--- src/sab_jtag_pkg.sv ---
// Shared constants and types for the test-port service access bus bridge.
package sab_jtag_pkg;

  // Instruction register and opcodes.
  localparam int IR_W = 5;
  localparam logic [4:0] IR_SIZED = 5'h15;
  localparam logic [4:0] IR_WORD = 5'h11;
  localparam logic [4:0] IR_BLOCK = 5'h12;
  localparam logic [4:0] IR_SYNC = 5'h17;
  localparam logic [4:0] IR_CANCEL = 5'h13;
  localparam logic [4:0] IR_RESET_VAL = 5'h1F;
  localparam logic [1:0] IR_CAPT_LO = 2'h1;

  // Data register lengths per instruction.
  localparam int DR_MAX = 39;
  localparam logic [5:0] LEN_SIZED = 6'h27;
  localparam logic [5:0] LEN_WORD = 6'h23;
  localparam logic [5:0] LEN_BLOCK = 6'h22;
  localparam logic [5:0] LEN_SYNC = 6'h10;
  localparam logic [5:0] LEN_BYPASS = 6'h01;

  // Field positions inside the data register.
  localparam int POS_DIR = 0;
  localparam int POS_SIZE = 1;
  localparam int POS_SADDR = 3;
  localparam int POS_WADDR = 1;
  localparam int POS_STAT = 32;
  localparam int POS_WD_SIZED = 7;
  localparam int POS_WD_WORD = 3;
  localparam int POS_WD_BLOCK = 2;

  // Widths.
  localparam int ADDR_W = 36;
  localparam int DATA_W = 32;
  localparam int CNT_W = 16;

  // Access size codes.
  localparam logic [1:0] SZ_BYTE = 2'h0;
  localparam logic [1:0] SZ_HALF = 2'h1;
  localparam logic [1:0] SZ_WORD = 2'h2;
  localparam logic [1:0] SZ_BAD = 2'h3;

  typedef enum logic [3:0] {
    TAP_RESET, TAP_IDLE, TAP_SEL_DR, TAP_CAP_DR, TAP_SHIFT_DR, TAP_EXIT1_DR,
    TAP_PAUSE_DR, TAP_EXIT2_DR, TAP_UPD_DR, TAP_SEL_IR, TAP_CAP_IR, TAP_SHIFT_IR,
    TAP_EXIT1_IR, TAP_PAUSE_IR, TAP_EXIT2_IR, TAP_UPD_IR
  } tap_state_t;

endpackage : sab_jtag_pkg

--- src/pin_sync.sv ---
// Two-flop synchroniser for a group of pins.
`timescale 1ns/1ps
`default_nettype none
module pin_sync #(
  parameter int W = 1
) (
  // Clock and control
  input wire logic clk,
  input wire logic srst,
  input wire logic ce,
  // Pins and synchronised levels
  input wire logic [W-1:0] pin_in,
  output logic [W-1:0] pin_out
);
  typedef struct packed {
    logic [W-1:0] meta;
    logic [W-1:0] stable;
  } sync_st_t;

  sync_st_t r;
  sync_st_t r_nxt;

  if (W < 1) begin : g_bad_w
    $error("pin_sync needs W of at least one.");
  end

  // Only the second stage is visible; the first stage is read by nothing else.
  always_comb begin
    r_nxt = r;
    r_nxt.meta = pin_in;
    r_nxt.stable = r.meta;
  end

  always_ff @(posedge clk) begin
    if (srst) begin
      r <= '0;
    end else if (ce) begin
      r <= r_nxt;
    end
  end

  assign pin_out = r.stable;
endmodule : pin_sync
`default_nettype wire

--- src/tap_fsm.sv ---
// Test-port state machine stepped on each detected test-clock rise.
`timescale 1ns/1ps
`default_nettype none
module tap_fsm
  import sab_jtag_pkg::*;
(
  // Clock and control
  input wire logic clk,
  input wire logic srst,
  input wire logic ce,
  // Step and mode select
  input wire logic step,
  input wire logic tms,
  // Current state
  output tap_state_t state
);
  typedef struct packed {
    tap_state_t st;
  } tap_st_t;

  tap_st_t r;
  tap_st_t r_nxt;

  always_comb begin
    r_nxt = r;
    if (step) begin
      unique case (r.st)
        TAP_RESET: r_nxt.st = tms ? TAP_RESET : TAP_IDLE;
        TAP_IDLE: r_nxt.st = tms ? TAP_SEL_DR : TAP_IDLE;
        TAP_SEL_DR: r_nxt.st = tms ? TAP_SEL_IR : TAP_CAP_DR;
        TAP_CAP_DR: r_nxt.st = tms ? TAP_EXIT1_DR : TAP_SHIFT_DR;
        TAP_SHIFT_DR: r_nxt.st = tms ? TAP_EXIT1_DR : TAP_SHIFT_DR;
        TAP_EXIT1_DR: r_nxt.st = tms ? TAP_UPD_DR : TAP_PAUSE_DR;
        TAP_PAUSE_DR: r_nxt.st = tms ? TAP_EXIT2_DR : TAP_PAUSE_DR;
        TAP_EXIT2_DR: r_nxt.st = tms ? TAP_UPD_DR : TAP_SHIFT_DR;
        TAP_UPD_DR: r_nxt.st = tms ? TAP_SEL_DR : TAP_IDLE;
        TAP_SEL_IR: r_nxt.st = tms ? TAP_RESET : TAP_CAP_IR;
        TAP_CAP_IR: r_nxt.st = tms ? TAP_EXIT1_IR : TAP_SHIFT_IR;
        TAP_SHIFT_IR: r_nxt.st = tms ? TAP_EXIT1_IR : TAP_SHIFT_IR;
        TAP_EXIT1_IR: r_nxt.st = tms ? TAP_UPD_IR : TAP_PAUSE_IR;
        TAP_PAUSE_IR: r_nxt.st = tms ? TAP_EXIT2_IR : TAP_PAUSE_IR;
        TAP_EXIT2_IR: r_nxt.st = tms ? TAP_UPD_IR : TAP_SHIFT_IR;
        TAP_UPD_IR: r_nxt.st = tms ? TAP_SEL_DR : TAP_IDLE;
      endcase
    end
  end

  always_ff @(posedge clk) begin
    if (srst) begin
      r.st <= TAP_RESET;
    end else if (ce) begin
      r <= r_nxt;
    end
  end

  assign state = r.st;
endmodule : tap_fsm
`default_nettype wire

--- src/jtag_sab_access.sv ---
// Test-port bridge giving sized, word and block access to the service access bus.
//
`timescale 1ns/1ps
`default_nettype none
module jtag_sab_access
  import sab_jtag_pkg::*;
(
  // Clock and control
  input wire logic clk,
  input wire logic srst,
  input wire logic ce,
  // Test-port pins
  input wire logic tck,
  input wire logic tms,
  input wire logic tdi,
  output logic tdo,
  output logic tdo_oe_n,
  // Service access bus master
  output logic sab_req,
  output logic sab_we,
  output logic [ADDR_W-1:0] sab_addr,
  output logic [1:0] sab_size,
  output logic [DATA_W-1:0] sab_wdata,
  output logic sab_abort,
  input wire logic [DATA_W-1:0] sab_rdata,
  input wire logic sab_ack,
  input wire logic sab_err
);
  typedef struct packed {
    logic tck_d;
    logic [IR_W-1:0] ir_sr;
    logic [IR_W-1:0] ir;
    logic [DR_MAX-1:0] dr;
    logic data_ph;
    logic [ADDR_W-1:0] addr;
    logic [1:0] size;
    logic rd;
    logic [DATA_W-1:0] rdata;
    logic req;
    logic we;
    logic [DATA_W-1:0] wdata;
    logic abort;
    logic err;
    logic [CNT_W-1:0] cnt;
    logic tdo;
    logic tdo_oe_n;
  } bridge_st_t;

  bridge_st_t r;
  bridge_st_t r_nxt;
  logic [2:0] pins_s;
  logic tck_s;
  logic tms_s;
  logic tdi_s;
  logic rise;
  tap_state_t tap;

  // All three pins pass the same two flops, so their relative timing is kept.
  pin_sync #(.W(3)) u_sync (
    .clk(clk),
    .srst(srst),
    .ce(ce),
    .pin_in({tck, tms, tdi}),
    .pin_out(pins_s)
  );

  assign tck_s = pins_s[2];
  assign tms_s = pins_s[1];
  assign tdi_s = pins_s[0];
  assign rise = tck_s & ~r.tck_d;

  tap_fsm u_tap (
    .clk(clk),
    .srst(srst),
    .ce(ce),
    .step(rise),
    .tms(tms_s),
    .state(tap)
  );

  function automatic logic [5:0] dr_len(input logic [IR_W-1:0] code);
    unique case (code)
      IR_SIZED: dr_len = LEN_SIZED;
      IR_WORD: dr_len = LEN_WORD;
      IR_BLOCK: dr_len = LEN_BLOCK;
      IR_SYNC: dr_len = LEN_SYNC;
      default: dr_len = LEN_BYPASS;
    endcase
  endfunction : dr_len

  always_comb begin
    logic busy;
    logic fall;
    logic [5:0] len;
    logic [ADDR_W-1:0] inc;
    logic [ADDR_W-1:0] next_addr;
    busy = 1'b0;
    fall = 1'b0;
    len = '0;
    inc = '0;
    next_addr = '0;
    r_nxt = r;
    fall = ~tck_s & r.tck_d;
    r_nxt.tck_d = tck_s;
    busy = r.req | (r.cnt != '0);
    len = dr_len(r.ir);
    inc = ADDR_W'(36'h1 << r.size);
    next_addr = ADDR_W'(r.addr + inc);

    if (r.cnt != '0) begin
      r_nxt.cnt = CNT_W'(r.cnt - 16'h1);
    end

    // A transfer under abort ends as a timeout even if the slave acknowledges.
    if (r.req && (sab_ack || sab_err)) begin
      r_nxt.req = 1'b0;
      r_nxt.abort = 1'b0;
      if (r.abort || sab_err) begin
        r_nxt.err = 1'b1;
      end else if (!r.we) begin
        r_nxt.rdata = sab_rdata;
      end
    end

    // Output changes on the falling test-clock edge, as the master samples on the rise.
    if (fall) begin
      r_nxt.tdo = (tap == TAP_SHIFT_IR) ? r.ir_sr[0] : r.dr[0];
      r_nxt.tdo_oe_n = !((tap == TAP_SHIFT_IR) || (tap == TAP_SHIFT_DR));
    end

    if (rise) begin
      if (tap == TAP_RESET) begin
        r_nxt.ir = IR_RESET_VAL;
        r_nxt.data_ph = 1'b0;
      end else if (tap == TAP_CAP_IR) begin
        r_nxt.ir_sr = {1'b0, r.err, busy, IR_CAPT_LO};
      end else if (tap == TAP_SHIFT_IR) begin
        r_nxt.ir_sr = {tdi_s, r.ir_sr[IR_W-1:1]};
      end else if (tap == TAP_UPD_IR) begin
        r_nxt.ir = r.ir_sr;
        r_nxt.data_ph = 1'b0;
        // A transfer that ends in this very cycle wins, so no abort is left behind it.
        if (r.ir_sr == IR_CANCEL && r.req && !(sab_ack || sab_err)) begin
          r_nxt.abort = 1'b1;
        end
        // Entering block read mode prefetches the next location at once.
        if (r.ir_sr == IR_BLOCK && r.rd && !busy && r.size != SZ_BAD) begin
          r_nxt.addr = next_addr;
          r_nxt.req = 1'b1;
          r_nxt.we = 1'b0;
          r_nxt.err = 1'b0;
        end
      end else if (tap == TAP_CAP_DR) begin
        r_nxt.dr = '0;
        if (r.ir == IR_SYNC) begin
          r_nxt.dr[1:0] = {r.err, busy};
        end else if (r.ir == IR_SIZED || r.ir == IR_WORD || r.ir == IR_BLOCK) begin
          if ((r.data_ph || r.ir == IR_BLOCK) && r.rd) begin
            r_nxt.dr[POS_STAT+1:0] = {r.err, busy, r.rdata};
          end else begin
            r_nxt.dr[1:0] = {r.err, busy};
          end
        end
      end else if (tap == TAP_SHIFT_DR) begin
        r_nxt.dr = {1'b0, r.dr[DR_MAX-1:1]};
        r_nxt.dr[len - 6'h1] = tdi_s;
      end else if (tap == TAP_UPD_DR && !busy) begin
        if (r.ir == IR_SIZED) begin
          r_nxt.data_ph = ~r.data_ph;
          if (!r.data_ph) begin
            r_nxt.rd = r.dr[POS_DIR];
            r_nxt.size = r.dr[POS_SIZE+:2];
            r_nxt.addr = r.dr[POS_SADDR+:ADDR_W];
            r_nxt.err = (r.dr[POS_SIZE+:2] == SZ_BAD);
            if (r.dr[POS_DIR] && r.dr[POS_SIZE+:2] != SZ_BAD) begin
              r_nxt.req = 1'b1;
              r_nxt.we = 1'b0;
            end
          end else if (!r.rd && r.size != SZ_BAD) begin
            r_nxt.req = 1'b1;
            r_nxt.we = 1'b1;
            r_nxt.wdata = r.dr[POS_WD_SIZED+:DATA_W];
            r_nxt.err = 1'b0;
          end
        end else if (r.ir == IR_WORD) begin
          r_nxt.data_ph = ~r.data_ph;
          if (!r.data_ph) begin
            r_nxt.rd = r.dr[POS_DIR];
            r_nxt.size = SZ_WORD;
            r_nxt.addr = {r.dr[POS_WADDR+:ADDR_W-2], 2'h0};
            r_nxt.err = 1'b0;
            if (r.dr[POS_DIR]) begin
              r_nxt.req = 1'b1;
              r_nxt.we = 1'b0;
            end
          end else if (!r.rd) begin
            r_nxt.req = 1'b1;
            r_nxt.we = 1'b1;
            r_nxt.wdata = r.dr[POS_WD_WORD+:DATA_W];
            r_nxt.err = 1'b0;
          end
        end else if (r.ir == IR_BLOCK && r.size != SZ_BAD) begin
          r_nxt.addr = next_addr;
          r_nxt.req = 1'b1;
          r_nxt.we = ~r.rd;
          r_nxt.wdata = r.dr[POS_WD_BLOCK+:DATA_W];
          r_nxt.err = 1'b0;
        end else if (r.ir == IR_SYNC) begin
          // A poll scan also passes Update-DR, so only the phase after a poll reloads.
          r_nxt.data_ph = ~r.data_ph;
          if (!r.data_ph) begin
            r_nxt.cnt = r.dr[CNT_W-1:0];
          end
        end
      end
    end
  end

  always_ff @(posedge clk) begin
    if (srst) begin
      r <= '0;
      r.ir <= IR_RESET_VAL;
      r.tdo_oe_n <= 1'b1;
    end else if (ce) begin
      r <= r_nxt;
    end
  end

  assign tdo = r.tdo;
  assign tdo_oe_n = r.tdo_oe_n;
  assign sab_req = r.req;
  assign sab_we = r.we;
  assign sab_addr = r.addr;
  assign sab_size = r.size;
  assign sab_wdata = r.wdata;
  assign sab_abort = r.abort;
endmodule : jtag_sab_access
`default_nettype wire

--- config.mk ---
export PLATFORM = sky130hd
export DESIGN_NAME = jtag_sab_access
export DESIGN_NICKNAME = d
export VERILOG_FILES = /design/src/sab_jtag_pkg.sv /design/src/pin_sync.sv /design/src/tap_fsm.sv /design/src/jtag_sab_access.sv
export SDC_FILE = /design/constraint.sdc
export NUM_CORES = 1
export LEC_CHECK = 0
export ABC_AREA = 1
export BUFFER_PORTS_ARGS = -buffer_cell sky130_fd_sc_hd__buf_4
export CORE_MARGIN = 4
export CORE_UTILIZATION = 32
export CTS_CLUSTER_SIZE = 30
export DETAILED_ROUTE_END_ITERATION = 12
export GPL_ROUTABILITY_DRIVEN = 0
export MAX_ROUTING_LAYER = met4
export PLACE_DENSITY_LB_ADDON = 0.08
export SLEW_MARGIN = 25
export SYNTH_ARGS = -nofsm -noshare
export SYNTH_HDL_FRONTEND = slang
export SYNTH_HIERARCHICAL = 1
export SYNTH_SLANG_ARGS = --single-unit
--- constraint.sdc ---
create_clock -name clk -period 2.55 [get_ports clk]
set_clock_uncertainty 0.15 [all_clocks]
set_input_delay 0 -clock clk [delete_from_list [all_inputs] [get_ports clk]]
set_output_delay 0 -clock clk [all_outputs]
set_load 0.01 [all_outputs]
==> run metrics <==
DRC violations left 0; Placed Area 13000 µm²; Die Height 200 µm; Clock Sinks 186; Routed Wire Length 43700 µm; number of global-route vias before repair 12000; Synth warnings 6; clk buf depth 2; Pre-antenna DRT Iters 5; slowest CP cell nor4_2; first-pass GRT wire length 67900 µm; total global-route track usage 21.6%; CTS buffer count 17; Worst Path Buf+Inv 3; Crit path largest cell delay 410 ps; Hold WC Path Type primary input to register; top cell type's share of synthesized area 31.4%; f_max 407 MHz; pwr dens 558 nW/µm²; Hold Path Origin srst; RR Startpoint r[168]; Wirelength per Cell 17.6 µm; Synth area leader dfxtp_1; RSZ-0062 raised after global routing yes; pin slew with the least headroom to its limit 928 ps; Cells after Synth 1910; worst path cell trace inv_1, nand2_1, inv_1, nand2_2, nand2_1, inv_1, ha_1, ha_2, nand2_1, nor4_2, nand2_1, o211ai_1, a21oi_1; htree depth 4; critical path endpoint category register; Worst Path Required 2730 ps; Max Slew Vio Count 0; design area 14200 µm²; CTS tree done; CP Max Fanout 4; # setup viols final 0; pin count of the biggest net entering global routing 61; gr ovfl total 0; Synth cell types 48; leakage 0.00590 µW; Setup crit start r[168]; CP arrival 2640 ps; status finished clean; Mean Syn Cell Area 6.20 µm²; final hold violations 0; Setup Crit Path Kind register to register; IO Count 115; vias per cell 5.13; Worst Slack Setup Final 90.2 ps; post-DP HPWL 33000 µm; row count 70; Slew headroom 38.1%; Yosys reg bits 186; core box area 36600 µm²; Mapped Nets 1959; ys async rst share 0%; Starting Density 32.4%; clk slew on worst S/H paths 70 ps; Die ar. 40200 µm²; initial antenna violation count 0; number of buffers added on ports 114; Tcrit/Tclk final 96.5%; detailed-route via count 12700; top post-synthesis cells by area dfxtp_1 31%, nand2_1 14%, nor2_1 9.6%; min Tclk post-route 2460 ps; layout cells sized above 1 14.5%; number of enable flip-flop cells after synthesis 0; Max Cap Viol 0; synthesized cell area 11900 µm²; Final ANT Viol Nets 0; clock root cell clkbuf_16; Main synth FF type dfxtp_1; Clk Latency, worst-skew pair 450 ps; Die Wd 200 µm; Worst VDD drop 0.000432 V; Layout area overhead 19.8%; Crit path max-delay family simple AND/OR/NAND/NOR gates; antenna cell count 0; most frequent cell on the critical path nand2_1; startpoint types register; register area share after synthesis 31.4%; 1st-iter DRT viols 987; DP Worst Slack -98.2 ps; final net count 2052
-- per-stage QoR --
stage / hold slack, ps / std cells / utilization [%] / TNS [ps] / power [µW]
global route: 118 / 2482 / 38.8 / -124 / 8500
detailed placement: 107 / 2401 / 35.5 / -123 / 5330
finish: 88.2 / 2482 / 38.8 / 0 / 7920
CTS: 90.4 / 2476 / 38.2 / 0 / 8020
floorplan: -80.9 / 1910 / - / 0 / 4840
global placement: 107 / 2401 / 35.5 / -68.3 / 5330
-- synth_stat cells, types with 2 or more instances --
master / number
nand2_2: 6
nand4_1: 24
o2111ai_1: 2
a21oi_1: 152
nand2_1: 445
inv_1: 175
nor2_4: 6
buf_2: 21
ha_1: 8
nor3_2: 3
and3_1: 2
buf_4: 79
dfxtp_1: 186
nand2_4: 2
o21bai_1: 6
o21ai_0: 175
nand3_2: 3
nor2_1: 304
nor4_1: 6
nor3_1: 8
o21a_1: 2
a22oi_1: 11
xor2_1: 14
a211oi_1: 2
o21ai_1: 7
nand3_1: 88
clkbuf_1: 60
o211ai_1: 30
xnor2_1: 5
buf_6: 2
inv_2: 9
a31oi_1: 7
nor2_2: 10
o31ai_1: 3
o22ai_1: 33
o221ai_1: 2
-- tightest hold or removal path, delay by kind of cell --
family        cells  cell delay (ps)
buf+inv           2              460
simple gates      1              170
-- power breakdown --
group	switching, µW	internal, µW	total, µW
logic	1290	851	2140
clock network	1240	1350	2590
registers	148	3040	3180
total	2680	5240	7920
-- cells in the final DEF (no fill, tap or decap), types with 7 or more instances in the layout --
cell           count
nor2_2            14
clkbuf_16         18
xor2_1            14
inv_2             11
nor2_4            10
dfxtp_1          183
nand2_2            8
a31oi_1            7
o21ai_1            9
nand2_1          443
nand3_1           85
nand4_1           24
a21oi_1          150
o211ai_1          30
dlygate4sd3_1     45
nor3_1             8
nor2_1           296
buf_4            181
o21ai_0          172
o22ai_1           33
inv_1            171
a22oi_1           11
buf_12             8
-- layout make-up --
class / count / area [µm²]
flip-flops and latches: 186 / 3730
repair buffers: 236 / 2010
clock inverters: 12 / 114
fillers: 4019 / 22400
clock buffers: 18 / 429
multi-input cells: 1376 / 6630
inverters: 186 / 709
well taps: 468 / 586
-- path summary, 6_finish.rpt --
kind             to  slack, ps  cells past startpoint
max          r[142]         90                     13
min          r[126]         90                      3
max reg2reg  r[142]         90                     13
min reg2reg  r[163]        320                      2
-- state kept, by name, indices dropped and copies added (netlist names) --
register	cells
sab_we	1
u_sync/r	3
u_sync/pin_out	3
u_tap/state	4
sab_wdata	32
sab_abort	1
r	101
sab_size	2
sab_req	1
sab_addr	36
tdo_oe_n	1
tdo	1
-- kinds of logic (layout without fill, tap and decap cells) --
logic type                 after synthesis  in the layout  synth area share, %
DFF                                    186            186                 31.4
adders and majority gates                9              9                 1.01
AOI/OAI and AO/OA                      435            435                 20.2
xor gates and xnor gates                19             19                 1.40
buffers and inverters                  348            452                 13.9
and+or+nand+nor                        913            913                 32.1
-- layer usage --
layer / GRT usage, % / vias to the layer above / part of all wire, % / wire (µm)
li1: - / 6358 / - / -
met1: 29.0 / 5949 / 47 / 20400
met2: 34.8 / 362 / 46 / 20200
met3: 2.76 / 54 / 5.1 / 2240
met4: 5.60 / 0 / 2.0 / 880
met5: - / - / 0 / 0
-- repair_timing --
action                                 in CTS  in global routing
cloned                                      0                  1
pin swaps                                   0                  7
buffers inserted                            0                  5
gates resized for setup                     4                 36
hold buffers                               45                  0
setup endpoints to repair                   5                 70
endpoints found under the hold margin      57                  0
(Power assumes the default switching activity.)
